==> src/irq_bank_pkg.sv <==
// Package with register map, field positions and carrier types of the peripheral interrupt bank.
package irq_bank_pkg;
  localparam int unsigned ADDR_W = 4;
  localparam int unsigned DATA_W = 32;
  localparam logic [ADDR_W-1:0] OFS_ENABLE_SECOND = 4'h0;
  localparam logic [ADDR_W-1:0] OFS_REQUEST_FIRST = 4'h4;
  localparam logic [ADDR_W-1:0] OFS_CORE_CONTROL = 4'h8;
  localparam logic [7:0] ENABLE_SECOND_RESET = 8'h00;
  localparam logic [7:0] REQUEST_FIRST_RESET = 8'h00;
  localparam logic [1:0] CORE_CONTROL_RESET = 2'h0;
  // Enable bank field positions.
  localparam int unsigned EN_OSC_FAIL = 7;
  localparam int unsigned EN_CMP_TWO = 6;
  localparam int unsigned EN_CMP_ONE = 5;
  localparam int unsigned EN_NVM_DONE = 4;
  localparam int unsigned EN_BUS_COLL = 3;
  localparam logic [7:0] EN_IMPL_MASK_LARGE = 8'hF8;
  localparam logic [7:0] EN_IMPL_MASK_SMALL = 8'hB8;
  // Request bank field positions.
  localparam int unsigned RQ_UART_RX = 5;
  localparam int unsigned RQ_UART_TX = 4;
  localparam int unsigned RQ_TIMER_GATE = 7;
  localparam int unsigned RQ_CONVERTER = 6;
  localparam int unsigned RQ_SYNC_SERIAL = 3;
  localparam int unsigned RQ_CAPTURE = 2;
  localparam int unsigned RQ_PERIOD = 1;
  localparam int unsigned RQ_OVERFLOW = 0;
  localparam logic [7:0] RQ_SW_WRITE_MASK = 8'hCF;
  localparam logic [7:0] RQ_MIRROR_MASK = 8'h30;
  // Core control field positions.
  localparam int unsigned CC_GLOBAL = 1;
  localparam int unsigned CC_PERIPH = 0;

  typedef struct packed {
    logic [7:0] enable_second;
    logic [7:0] request_first;
    logic [1:0] core_ctrl;
    logic ack;
    logic [DATA_W-1:0] rdata;
  } state_type;

  // Events of the second bank whose enables live here; their flags live elsewhere.
  typedef struct packed {
    logic osc_fail;
    logic cmp_two;
    logic cmp_one;
    logic nvm_done;
    logic bus_coll;
  } pend_second_type;
endpackage

==> src/irq_bank.sv <==
// Peripheral interrupt enable and request bank with a classic Wishbone slave.
//
// Register access over Wishbone and the register addresses were chosen for this implementation.
`timescale 1ns/1ns
`default_nettype none

module irq_bank
  import irq_bank_pkg::*;
#(
  parameter bit LARGE_VARIANT = 1'b1
)
(
  // Clock and reset.
  input wire logic CLK_I,
  input wire logic RST_B_I,
  // Wishbone slave.
  input wire logic CYC_I,
  input wire logic STB_I,
  input wire logic WE_I,
  input wire logic [ADDR_W-1:0] ADR_I,
  input wire logic [3:0] SEL_I,
  input wire logic [DATA_W-1:0] DAT_I,
  output logic [DATA_W-1:0] DAT_O,
  output logic ACK_O,
  // Peripheral events and levels.
  input wire logic [7:0] REQ_EVENT_I,
  input wire logic UART_RX_PEND_I,
  input wire logic UART_TX_PEND_I,
  input wire pend_second_type PEND_SECOND_I,
  // Enables and interrupt outputs.
  output logic [7:0] ENABLE_SECOND_O,
  output logic [7:0] REQUEST_FIRST_O,
  output logic PERIPH_REQ_O,
  output logic IRQ_O
);

  localparam logic [7:0] EN_MASK = LARGE_VARIANT ? EN_IMPL_MASK_LARGE : EN_IMPL_MASK_SMALL;

  state_type state_r;
  state_type state_nxt;
  logic access;
  logic [7:0] sw_clear;
  logic [7:0] sw_set;
  logic [7:0] gated_second;
  logic [7:0] gated_first;
  logic [7:0] pend_second_vec;
  logic wr_en_second;
  logic wr_req_first;
  logic wr_core;

  function automatic logic hit(input logic [ADDR_W-1:0] a, input logic [ADDR_W-1:0] ofs);
    hit = (a == ofs);
  endfunction

  assign access = CYC_I && STB_I && !state_r.ack;

  // Write strobes per register, used by the checks below.
  assign wr_en_second = access && WE_I && SEL_I[0] && hit(ADR_I, OFS_ENABLE_SECOND);
  assign wr_req_first = access && WE_I && SEL_I[0] && hit(ADR_I, OFS_REQUEST_FIRST);
  assign wr_core = access && WE_I && SEL_I[0] && hit(ADR_I, OFS_CORE_CONTROL);

  always_comb
  begin
    pend_second_vec = 8'h00;
    pend_second_vec[EN_OSC_FAIL] = PEND_SECOND_I.osc_fail;
    pend_second_vec[EN_CMP_TWO] = PEND_SECOND_I.cmp_two;
    pend_second_vec[EN_CMP_ONE] = PEND_SECOND_I.cmp_one;
    pend_second_vec[EN_NVM_DONE] = PEND_SECOND_I.nvm_done;
    pend_second_vec[EN_BUS_COLL] = PEND_SECOND_I.bus_coll;
  end

  // Each second-bank source passes only with its own enable bit.
  assign gated_second = pend_second_vec & state_r.enable_second;
  // Enable bank has no first-bank enables here, so the request flags feed the combined output ungated.
  assign gated_first = state_r.request_first;
  assign PERIPH_REQ_O = |gated_second || |gated_first;
  assign IRQ_O = PERIPH_REQ_O && state_r.core_ctrl[CC_PERIPH] && state_r.core_ctrl[CC_GLOBAL];

  always_comb
  begin
    state_nxt = state_r;
    sw_clear = 8'h00;
    sw_set = 8'h00;
    state_nxt.ack = access;
    if (access && WE_I && SEL_I[0])
    begin
      if (hit(ADR_I, OFS_ENABLE_SECOND))
      begin
        state_nxt.enable_second = DAT_I[7:0] & EN_MASK;
      end
      if (hit(ADR_I, OFS_REQUEST_FIRST))
      begin
        sw_clear = ~DAT_I[7:0] & RQ_SW_WRITE_MASK;
        sw_set = DAT_I[7:0] & RQ_SW_WRITE_MASK;
      end
      if (hit(ADR_I, OFS_CORE_CONTROL))
      begin
        state_nxt.core_ctrl = DAT_I[1:0];
      end
    end
    // A hardware event in the same cycle as a clear wins, so no request is lost.
    state_nxt.request_first = ((state_r.request_first & ~sw_clear) | sw_set | REQ_EVENT_I) & RQ_SW_WRITE_MASK;
    state_nxt.request_first[RQ_UART_RX] = UART_RX_PEND_I;
    state_nxt.request_first[RQ_UART_TX] = UART_TX_PEND_I;
    state_nxt.rdata = '0;
    if (access && !WE_I)
    begin
      if (hit(ADR_I, OFS_ENABLE_SECOND))
      begin
        state_nxt.rdata[7:0] = state_r.enable_second;
      end
      else if (hit(ADR_I, OFS_REQUEST_FIRST))
      begin
        state_nxt.rdata[7:0] = state_r.request_first;
      end
      else if (hit(ADR_I, OFS_CORE_CONTROL))
      begin
        state_nxt.rdata[1:0] = state_r.core_ctrl;
      end
    end
  end

  always_ff @(posedge CLK_I or negedge RST_B_I)
  begin
    if (!RST_B_I)
    begin
      state_r.enable_second <= ENABLE_SECOND_RESET;
      state_r.request_first <= REQUEST_FIRST_RESET;
      state_r.core_ctrl <= CORE_CONTROL_RESET;
      state_r.ack <= 1'b0;
      state_r.rdata <= '0;
    end
    else
    begin
      state_r <= state_nxt;
    end
  end

  assign ACK_O = state_r.ack;
  assign DAT_O = state_r.rdata;
  assign ENABLE_SECOND_O = state_r.enable_second;
  assign REQUEST_FIRST_O = state_r.request_first;

  // Stale flags are not hidden when a source is enabled, so software has to clear them first.

  // Reset is checked while it is held, so these checks carry no disable clause.
  AST_RESET_CLEAR: assert property (@(posedge CLK_I)
    !RST_B_I |-> (state_r.enable_second == ENABLE_SECOND_RESET && state_r.request_first == REQUEST_FIRST_RESET))
    else $error("Registers not cleared in reset");

  AST_RESET_CORE: assert property (@(posedge CLK_I)
    !RST_B_I |-> (state_r.core_ctrl == CORE_CONTROL_RESET && !IRQ_O))
    else $error("Core control not cleared in reset");

  AST_EN_LOW_ZERO: assert property (@(posedge CLK_I) disable iff (!RST_B_I)
    state_r.enable_second[2:0] == 3'h0)
    else $error("Unimplemented enable bits set");

  AST_CMP_TWO_SMALL: assert property (@(posedge CLK_I) disable iff (!RST_B_I)
    !LARGE_VARIANT |-> !state_r.enable_second[EN_CMP_TWO])
    else $error("Second comparator enable present on small variant");

  AST_CMP_TWO_LARGE: assert property (@(posedge CLK_I) disable iff (!RST_B_I)
    (LARGE_VARIANT && wr_en_second && DAT_I[EN_CMP_TWO]) |=> state_r.enable_second[EN_CMP_TWO])
    else $error("Second comparator enable not writable on large variant");

  AST_EN_WRITE: assert property (@(posedge CLK_I) disable iff (!RST_B_I)
    wr_en_second |=> state_r.enable_second == ($past(DAT_I[7:0]) & EN_MASK))
    else $error("Enable write did not land");

  AST_EN_HOLD: assert property (@(posedge CLK_I) disable iff (!RST_B_I)
    !wr_en_second |=> $stable(state_r.enable_second))
    else $error("Enable register changed without a write");

  AST_OSC_GATE: assert property (@(posedge CLK_I) disable iff (!RST_B_I)
    (PEND_SECOND_I.osc_fail && state_r.enable_second[EN_OSC_FAIL]) |-> PERIPH_REQ_O)
    else $error("Oscillator fail not forwarded");

  AST_OSC_BLOCK: assert property (@(posedge CLK_I) disable iff (!RST_B_I)
    (PEND_SECOND_I == 5'h10 && !state_r.enable_second[EN_OSC_FAIL] && state_r.request_first == 8'h00)
    |-> !PERIPH_REQ_O)
    else $error("Oscillator fail passed while disabled");

  AST_CMP_TWO_GATE: assert property (@(posedge CLK_I) disable iff (!RST_B_I)
    (PEND_SECOND_I.cmp_two && state_r.enable_second[EN_CMP_TWO]) |-> PERIPH_REQ_O)
    else $error("Second comparator not forwarded");

  AST_CMP_TWO_BLOCK: assert property (@(posedge CLK_I) disable iff (!RST_B_I)
    (PEND_SECOND_I == 5'h08 && !state_r.enable_second[EN_CMP_TWO] && state_r.request_first == 8'h00)
    |-> !PERIPH_REQ_O)
    else $error("Second comparator passed while disabled");

  AST_CMP_ONE_GATE: assert property (@(posedge CLK_I) disable iff (!RST_B_I)
    (PEND_SECOND_I.cmp_one && state_r.enable_second[EN_CMP_ONE]) |-> PERIPH_REQ_O)
    else $error("First comparator not forwarded");

  AST_CMP_ONE_BLOCK: assert property (@(posedge CLK_I) disable iff (!RST_B_I)
    (PEND_SECOND_I == 5'h04 && !state_r.enable_second[EN_CMP_ONE] && state_r.request_first == 8'h00)
    |-> !PERIPH_REQ_O)
    else $error("First comparator passed while disabled");

  AST_NVM_GATE: assert property (@(posedge CLK_I) disable iff (!RST_B_I)
    (PEND_SECOND_I.nvm_done && state_r.enable_second[EN_NVM_DONE]) |-> PERIPH_REQ_O)
    else $error("Write completion not forwarded");

  AST_NVM_BLOCK: assert property (@(posedge CLK_I) disable iff (!RST_B_I)
    (PEND_SECOND_I == 5'h02 && !state_r.enable_second[EN_NVM_DONE] && state_r.request_first == 8'h00)
    |-> !PERIPH_REQ_O)
    else $error("Write completion passed while disabled");

  AST_BUS_GATE: assert property (@(posedge CLK_I) disable iff (!RST_B_I)
    (PEND_SECOND_I.bus_coll && state_r.enable_second[EN_BUS_COLL]) |-> PERIPH_REQ_O)
    else $error("Bus collision not forwarded");

  AST_BUS_BLOCK: assert property (@(posedge CLK_I) disable iff (!RST_B_I)
    (PEND_SECOND_I == 5'h01 && !state_r.enable_second[EN_BUS_COLL] && state_r.request_first == 8'h00)
    |-> !PERIPH_REQ_O)
    else $error("Bus collision passed while disabled");

  AST_ALL_BLOCKED: assert property (@(posedge CLK_I) disable iff (!RST_B_I)
    (state_r.enable_second == 8'h00 && state_r.request_first == 8'h00) |-> !PERIPH_REQ_O)
    else $error("Combined request without any source");

  AST_FLAG_PASS: assert property (@(posedge CLK_I) disable iff (!RST_B_I)
    (state_r.request_first != 8'h00) |-> PERIPH_REQ_O)
    else $error("Pending flag not in combined request");

  AST_SET_TIMER_GATE: assert property (@(posedge CLK_I) disable iff (!RST_B_I)
    REQ_EVENT_I[RQ_TIMER_GATE] |=> state_r.request_first[RQ_TIMER_GATE])
    else $error("Timer gate event did not set flag");

  AST_SET_CONVERTER: assert property (@(posedge CLK_I) disable iff (!RST_B_I)
    REQ_EVENT_I[RQ_CONVERTER] |=> state_r.request_first[RQ_CONVERTER])
    else $error("Converter event did not set flag");

  AST_SET_SYNC_SERIAL: assert property (@(posedge CLK_I) disable iff (!RST_B_I)
    REQ_EVENT_I[RQ_SYNC_SERIAL] |=> state_r.request_first[RQ_SYNC_SERIAL])
    else $error("Sync serial event did not set flag");

  AST_SET_CAPTURE: assert property (@(posedge CLK_I) disable iff (!RST_B_I)
    REQ_EVENT_I[RQ_CAPTURE] |=> state_r.request_first[RQ_CAPTURE])
    else $error("Capture compare event did not set flag");

  AST_SET_PERIOD: assert property (@(posedge CLK_I) disable iff (!RST_B_I)
    REQ_EVENT_I[RQ_PERIOD] |=> state_r.request_first[RQ_PERIOD])
    else $error("Period match event did not set flag");

  AST_EVENT_SETS: assert property (@(posedge CLK_I) disable iff (!RST_B_I)
    REQ_EVENT_I[RQ_OVERFLOW] |=> state_r.request_first[RQ_OVERFLOW])
    else $error("Overflow event did not set flag");

  AST_CLR_TIMER_GATE: assert property (@(posedge CLK_I) disable iff (!RST_B_I)
    (wr_req_first && !DAT_I[RQ_TIMER_GATE] && !REQ_EVENT_I[RQ_TIMER_GATE]) |=> !state_r.request_first[RQ_TIMER_GATE])
    else $error("Software clear of timer gate flag failed");

  AST_CLR_CONVERTER: assert property (@(posedge CLK_I) disable iff (!RST_B_I)
    (wr_req_first && !DAT_I[RQ_CONVERTER] && !REQ_EVENT_I[RQ_CONVERTER]) |=> !state_r.request_first[RQ_CONVERTER])
    else $error("Software clear of converter flag failed");

  AST_CLR_SYNC_SERIAL: assert property (@(posedge CLK_I) disable iff (!RST_B_I)
    (wr_req_first && !DAT_I[RQ_SYNC_SERIAL] && !REQ_EVENT_I[RQ_SYNC_SERIAL]) |=> !state_r.request_first[RQ_SYNC_SERIAL])
    else $error("Software clear of sync serial flag failed");

  AST_CLR_CAPTURE: assert property (@(posedge CLK_I) disable iff (!RST_B_I)
    (wr_req_first && !DAT_I[RQ_CAPTURE] && !REQ_EVENT_I[RQ_CAPTURE]) |=> !state_r.request_first[RQ_CAPTURE])
    else $error("Software clear of capture compare flag failed");

  AST_CLR_PERIOD: assert property (@(posedge CLK_I) disable iff (!RST_B_I)
    (wr_req_first && !DAT_I[RQ_PERIOD] && !REQ_EVENT_I[RQ_PERIOD]) |=> !state_r.request_first[RQ_PERIOD])
    else $error("Software clear of period match flag failed");

  AST_SW_CLEAR: assert property (@(posedge CLK_I) disable iff (!RST_B_I)
    (wr_req_first && !DAT_I[RQ_OVERFLOW] && !REQ_EVENT_I[RQ_OVERFLOW]) |=> !state_r.request_first[RQ_OVERFLOW])
    else $error("Software clear of flag failed");

  AST_RQ_WRITE: assert property (@(posedge CLK_I) disable iff (!RST_B_I)
    wr_req_first |=> (state_r.request_first & RQ_SW_WRITE_MASK)
    == (($past(DAT_I[7:0]) | $past(REQ_EVENT_I)) & RQ_SW_WRITE_MASK))
    else $error("Request write did not land");

  AST_RQ_HOLD: assert property (@(posedge CLK_I) disable iff (!RST_B_I)
    (!wr_req_first && REQ_EVENT_I == 8'h00) |=> (state_r.request_first & RQ_SW_WRITE_MASK)
    == ($past(state_r.request_first) & RQ_SW_WRITE_MASK))
    else $error("Request flag changed without cause");

  AST_EVENT_WINS: assert property (@(posedge CLK_I) disable iff (!RST_B_I)
    (wr_req_first && REQ_EVENT_I[RQ_OVERFLOW]) |=> state_r.request_first[RQ_OVERFLOW])
    else $error("Clear beat a same-cycle event");

  AST_RX_MIRROR: assert property (@(posedge CLK_I) disable iff (!RST_B_I)
    1'b1 |=> state_r.request_first[RQ_UART_RX] == $past(UART_RX_PEND_I))
    else $error("Receive flag does not mirror source");

  AST_TX_MIRROR: assert property (@(posedge CLK_I) disable iff (!RST_B_I)
    1'b1 |=> state_r.request_first[RQ_UART_TX] == $past(UART_TX_PEND_I))
    else $error("Transmit flag does not mirror source");

  AST_RD_REQUEST: assert property (@(posedge CLK_I) disable iff (!RST_B_I)
    (access && !WE_I && hit(ADR_I, OFS_REQUEST_FIRST)) |=> DAT_O[7:0] == $past(state_r.request_first))
    else $error("Request read returned wrong value");

  AST_RD_EN_LOW: assert property (@(posedge CLK_I) disable iff (!RST_B_I)
    (access && !WE_I && hit(ADR_I, OFS_ENABLE_SECOND)) |=> DAT_O[2:0] == 3'h0)
    else $error("Unimplemented enable bits read nonzero");

  AST_IRQ_PERIPH: assert property (@(posedge CLK_I) disable iff (!RST_B_I)
    !state_r.core_ctrl[CC_PERIPH] |-> !IRQ_O)
    else $error("Interrupt without peripheral group enable");

  AST_IRQ_GLOBAL: assert property (@(posedge CLK_I) disable iff (!RST_B_I)
    !state_r.core_ctrl[CC_GLOBAL] |-> !IRQ_O)
    else $error("Interrupt without global enable");

  AST_GLOBAL_PASS: assert property (@(posedge CLK_I) disable iff (!RST_B_I)
    (PERIPH_REQ_O && state_r.core_ctrl[CC_PERIPH] && state_r.core_ctrl[CC_GLOBAL]) |-> IRQ_O)
    else $error("Active request blocked with enables set");

  AST_IRQ_GATED: assert property (@(posedge CLK_I) disable iff (!RST_B_I)
    !PERIPH_REQ_O |-> !IRQ_O)
    else $error("Interrupt without a combined request");

  AST_CORE_WRITE: assert property (@(posedge CLK_I) disable iff (!RST_B_I)
    wr_core |=> state_r.core_ctrl == $past(DAT_I[1:0]))
    else $error("Core control write did not land");

  AST_ACK_NEXT: assert property (@(posedge CLK_I) disable iff (!RST_B_I)
    access |=> ACK_O)
    else $error("Request not acknowledged in the next cycle");

  AST_ACK_ONE: assert property (@(posedge CLK_I) disable iff (!RST_B_I)
    ACK_O |=> !ACK_O)
    else $error("Acknowledge held two cycles");

  COV_IRQ: cover property (@(posedge CLK_I) disable iff (!RST_B_I) $rose(IRQ_O));

  COV_WRITE_EN: cover property (@(posedge CLK_I) disable iff (!RST_B_I)
    access && WE_I && ADR_I == OFS_ENABLE_SECOND);

  COV_SET_CLEAR: cover property (@(posedge CLK_I) disable iff (!RST_B_I) |(sw_clear & REQ_EVENT_I));

  COV_RX_RISE: cover property (@(posedge CLK_I) disable iff (!RST_B_I) $rose(state_r.request_first[RQ_UART_RX]));

endmodule
`default_nettype wire

==> config.mk <==
export PLATFORM = sky130hd
export DESIGN_NAME = irq_bank
export DESIGN_NICKNAME = d
export VERILOG_FILES = /design/src/irq_bank_pkg.sv /design/src/irq_bank.sv
export SDC_FILE = /design/constraint.sdc
export NUM_CORES = 1
export LEC_CHECK = 0
export ABC_CLOCK_PERIOD_IN_PS = 4100
export BUFFER_PORTS_ARGS = -buffer_cell sky130_fd_sc_hd__buf_2
export CAP_MARGIN = 10
export CORE_ASPECT_RATIO = 0.7
export CORE_UTILIZATION = 44
export CTS_BUF_LIST = sky130_fd_sc_hd__clkbuf_4 sky130_fd_sc_hd__clkbuf_8
export CTS_CLUSTER_DIAMETER = 120
export CTS_CLUSTER_SIZE = 24
export DETAILED_ROUTE_END_ITERATION = 10
export PLACE_DENSITY = 0.94
export SYNTH_ARGS = -nofsm -noshare
export SYNTH_HDL_FRONTEND = slang
export SYNTH_SLANG_ARGS = --single-unit
==> constraint.sdc <==
create_clock -name CLK_I -period 4.1 [get_ports CLK_I]
set_clock_uncertainty 0.05 [all_clocks]
set_input_delay 0.82 -clock CLK_I [delete_from_list [all_inputs] [get_ports CLK_I]]
set_output_delay 0.82 -clock CLK_I [all_outputs]
set_load 0.01 [all_outputs]
Word level (Yosys, flattened, before mapping). Index checks and enable logic that the tools add are counted. W data, S select, Z words.

Register bits after elaboration: 24. Word-level logic and storage cells: 37. Output and inout port bits: 51. Input port bits: 60.

Equality and inequality tests: 2. Mux-type cells: 9. Reductions and logical operators: 15. Bitwise gates (word level): 6.

Operator list (count): $mux W8 (6); $and A8 B8 Y8 (2); $not A8 Y8 (2); $or A8 B8 Y8 (2); $reduce_or A8 Y1 (2); $logic_and A1 B1 Y1 (7); $mux W6 (1); $eq A4 B3 Y1 const B (1); $eq A4 B4 Y1 const B (1); $logic_not A4 Y1 (1); $mux W2 (2); $reduce_and A2 Y1 (2); $logic_not A1 Y1 (2); $logic_or A1 B1 Y1 (1).

Logic depth before layout (Yosys ltp).
Depth after elaboration: 9. Depth in mapped cells: 5. Mapped depth without buffers: 3.

Worst setup path after synthesis. No wires, ideal clock.

Kind: input to output. Start point: input port PEND_SECOND_I[1] in the netlist's numbering. End point: output port IRQ_O. Data required time: 3.230 ns. Buffers on the path: 0. Cell stages on the path: 2. Path slack: 1.833 ns. Arrival: 1.397 ns. Cells stage by stage: a222oi_1 -> a41oi_1.

Cells in the longest elaborated chain, start to end: 5.

RTL lines: from (decl) (RTL line irq_bank.sv:29) `input wire pend_second_type PEND_SECOND_I,`; $and A8 B8 Y8 (RTL line irq_bank.sv:73) `assign gated_second = pend_second_vec & state_r.enable_second;`; $reduce_or A8 Y1 (RTL line irq_bank.sv:76) `assign PERIPH_REQ_O = |gated_second || |gated_first;`; $logic_or A1 B1 Y1 (RTL line irq_bank.sv:76); $logic_and A1 B1 Y1 (2 in series) (RTL line irq_bank.sv:77) `assign IRQ_O = PERIPH_REQ_O && state_r.core_ctrl[CC_PERIPH] && state_r.core_ctrl[CC_GLOBAL];`; to (decl) (RTL line irq_bank.sv:34) `output logic IRQ_O`.

No other way between the ends.

Worst setup path in the final report.
Start point: register state_r, in the netlist REQUEST_FIRST_O[6]. End point: output port IRQ_O.

Cells in the longest elaborated chain, start to end: 4.

RTL lines: from (decl) (RTL line irq_bank.sv:39) `state_type state_r;`; from (signal assigned) (RTL line irq_bank.sv:135) `state_r <= state_nxt;`; $reduce_or A8 Y1 (RTL line irq_bank.sv:76); $logic_or A1 B1 Y1 (RTL line irq_bank.sv:76); $logic_and A1 B1 Y1 (2 in series) (RTL line irq_bank.sv:77).

No other way between the ends.

==> results.toml <==
[cts]
cts_sinks = 24
ctsHoldBuffers = 0
numCtsBuffers = 3
clock_path_buffers = 2
htree_levels = 1
clk_pin_slew_ns = 0.09
cts-resized-gates = 0
clock-root-buffer = "clkbuf_8"
cts_setup_buffers = 0
cts_tree = "built"
clkLatencyLatePin_ns = 0.26

[worst_setup_path]
cp_data_arrival_time_ns = 1.72
crit_type = "register to output port"
worstSetupEndpointType = "output port"
critPathSlowestCell = "or4_1"
worstPathMaxFanout = 4
cp.required_ns = 3.23
cp-start-kind = "register"
max_stage_delay_ns = 0.54
cp_cell_sequence = "or4_1 > nor2_1 > a41oi_1 > buf_2"

[floorplanning]
rows = 16
fp.dieW_um = 70.2
die_h_um = 49.8
die-area_sq_um = 3490
coreArea_sq_um = 2940
start_util = 0.487
ioPinCount = 111

[power_and_ir_drop]
power_density_nw_per_um2 = 339
p_total_mw = 0.519
p_leak_nw = 0.811
ir_drop_mv = 0.207

[hold_path]
hold_path.class = "input pin to async pin"

[run_status]
status = "completed"

[cells_and_area]
drive_gt1_frac = 0.405
design_area_sq_um = 1530
nFillCells = 289
area_growth_pct = 6.63
instances_no_fill = 204
nNetsFinal = 229
n_antenna_cell = 0
multi_input_area_sq_um = 519
seq_area_sq_um = 601

[placed_design]
portBuffers = 54
dp.cells = 200
hpwl_mm = 2.25
dpl_cell_area_sq_um = 1460
globalplace.congestion = 0.834

[yosys]
syn_area_sq_um = 1430
ys_types = 25
yosysWarnings = 0
seq_area_frac_synth = 0.419
ys_ff_latch = 24
syn_inst = 137
synth.avg_cell_area_sq_um = 10.5

[route]
route.detailed.drc = 0
wl_per_cell_um = 13.8
drtAntennaViolNets = 0
vias = 985
first_iter_violations = 58
drt_pass1_iterations = 4
wirelength_mm = 2.81
via_per_inst = 4.83

[sta]
fin_hold_ws_ns = 0.467
period_share = 0.632
setup_viol = 0
post-route-min-period_ns = 2.59
slew_viol_final = 0
max_freq_mhz = 386
rsz0062_at_grt = "no"
hold_viol = 0
finalSetupTns_ns = 0
slew_headroom = 0.470
worst_pin_slew_ns = 0.791

[global_route]
grt_max_degree = 25
grtUsageMet2 = 0.270
grt_pass1_wl_mm = 4.47
antenna_found_initial = 0
use_met3 = 0.0838
grt_pass1_vias = 957
grt.total_usage = 0.172
globalRoute.busiestLayer = "met2"
grt_overflow = 0
gr-usage-met1 = 0.208

[job]
maxCapViolCount = 0
==> where the power goes <==
group          switching [mW]  leakage, nW  internal, mW  total (mW)
combinational          0.0378        0.479        0.0254      0.0633
sequential            0.00660        0.296         0.244       0.250
clock                  0.0751       0.0357         0.131       0.206
==> final timing paths <==
path	startpoint	end	slack [ns]	cells past startpoint
worst max-delay path	REQUEST_FIRST_O[6]	IRQ_O	1.51	4
worst min-delay path	RST_B_I	DAT_O[2]	0.47	1
worst max register to register	ACK_O	ENABLE_SECOND_O[4]	2.35	3
worst min register to register	REQUEST_FIRST_O[2]	DAT_O[2]	0.50	2
max in group asynchronous	RST_B_I	REQUEST_FIRST_O[5]	3.16	1
min in group CLK_I	REQUEST_FIRST_O[2]	DAT_O[2]	0.50	2
==> area by class of cell <==
cell class	instances	area share
multi-input cells	80	0.340
clock buffers	3	0.0270
repair buffers	54	0.177
clock inverters	1	0.0196
flip-flops and latches	24	0.393
well taps	36	0.0295
inverters	6	0.0147
==> sequential cells by signal, summed over array words and instances (netlist names) <==
| name | count |
|---|---|
| DAT_O | 8 |
| ACK_O | 1 |
| state_r | 2 |
| REQUEST_FIRST_O | 8 |
| ENABLE_SECOND_O | 5 |
==> per-layer routing <==
metal  vias up  share of wire
li1        465              -
met1       468           0.44
met2        48           0.46
met3         4          0.087
met4         0         0.0093
met5         -              0
==> cell families after synthesis <==
| group | share of synthesized area |
|---|---|
| AOI/OAI and AO/OA | 0.107 |
| other | 0.00262 |
| buffers and inverters | 0.287 |
| DFF | 0.419 |
| and+or+nand+nor | 0.116 |
| muxes | 0.0681 |
==> metrics by stage <==
stage	worst slack (ns)	utilization
5_1_grt	1.40	0.520
3_3_place_gp	1.62	0.495
6_report	1.51	0.520
2_1_floorplan	1.83	-
3_5_place_dp	1.60	0.495
4_1_cts	1.52	0.520
==> critical path, delay by kind of cell (launching register included) <==
kind                   cells  cell delay (ns)
buffers and inverters      1             0.17
and+or+nand+nor            2             0.71
AOI/OAI and AO/OA          1             0.13
DFF                        1             0.44
==> placed cells by master (no fill, tap or decap) <==
cell	instances
buf_2	54
clkbuf_8	3
bufinv_16	1
nand2b_1	1
a41oi_1	7
or4_1	2
nor3_1	3
dfrtp_1	24
nand2_1	4
and2_1	1
nand4_1	1
inv_1	6
nor4_4	1
and3b_1	1
a222oi_1	1
a22oi_1	7
conb_1	27
nor2_1	7
o21ai_0	6
nor4b_4	1
mux2_4	5
and3_1	2
mux2_2	2
and4_2	1
==> cell usage after synthesis <==
| master | n | area [sq um] |
|---|---|---|
| a222oi_1 | 1 | 10.0 |
| a22oi_1 | 7 | 52.6 |
| a41oi_1 | 7 | 61.3 |
| and2_1 | 1 | 6.26 |
| and3_1 | 2 | 12.5 |
| and3b_1 | 1 | 8.76 |
| and4_2 | 1 | 10.0 |
| buf_2 | 2 | 10.0 |
| buf_4 | 48 | 360 |
| buf_6 | 1 | 11.3 |
| clkbuf_1 | 2 | 7.51 |
| conb_1 | 1 | 3.75 |
| dfrtp_1 | 24 | 601 |
| inv_1 | 6 | 22.5 |
| mux2_2 | 2 | 22.5 |
| mux2_4 | 5 | 75.1 |
| nand2_1 | 4 | 15.0 |
| nand2b_1 | 1 | 6.26 |
| nand4_1 | 1 | 6.26 |
| nor2_1 | 7 | 26.3 |
| nor3_1 | 3 | 15.0 |
| nor4_4 | 1 | 21.3 |
| nor4b_4 | 1 | 23.8 |
| o21ai_0 | 6 | 30.0 |
| or4_1 | 2 | 15.0 |
Power figures use the tool's default switching activity.
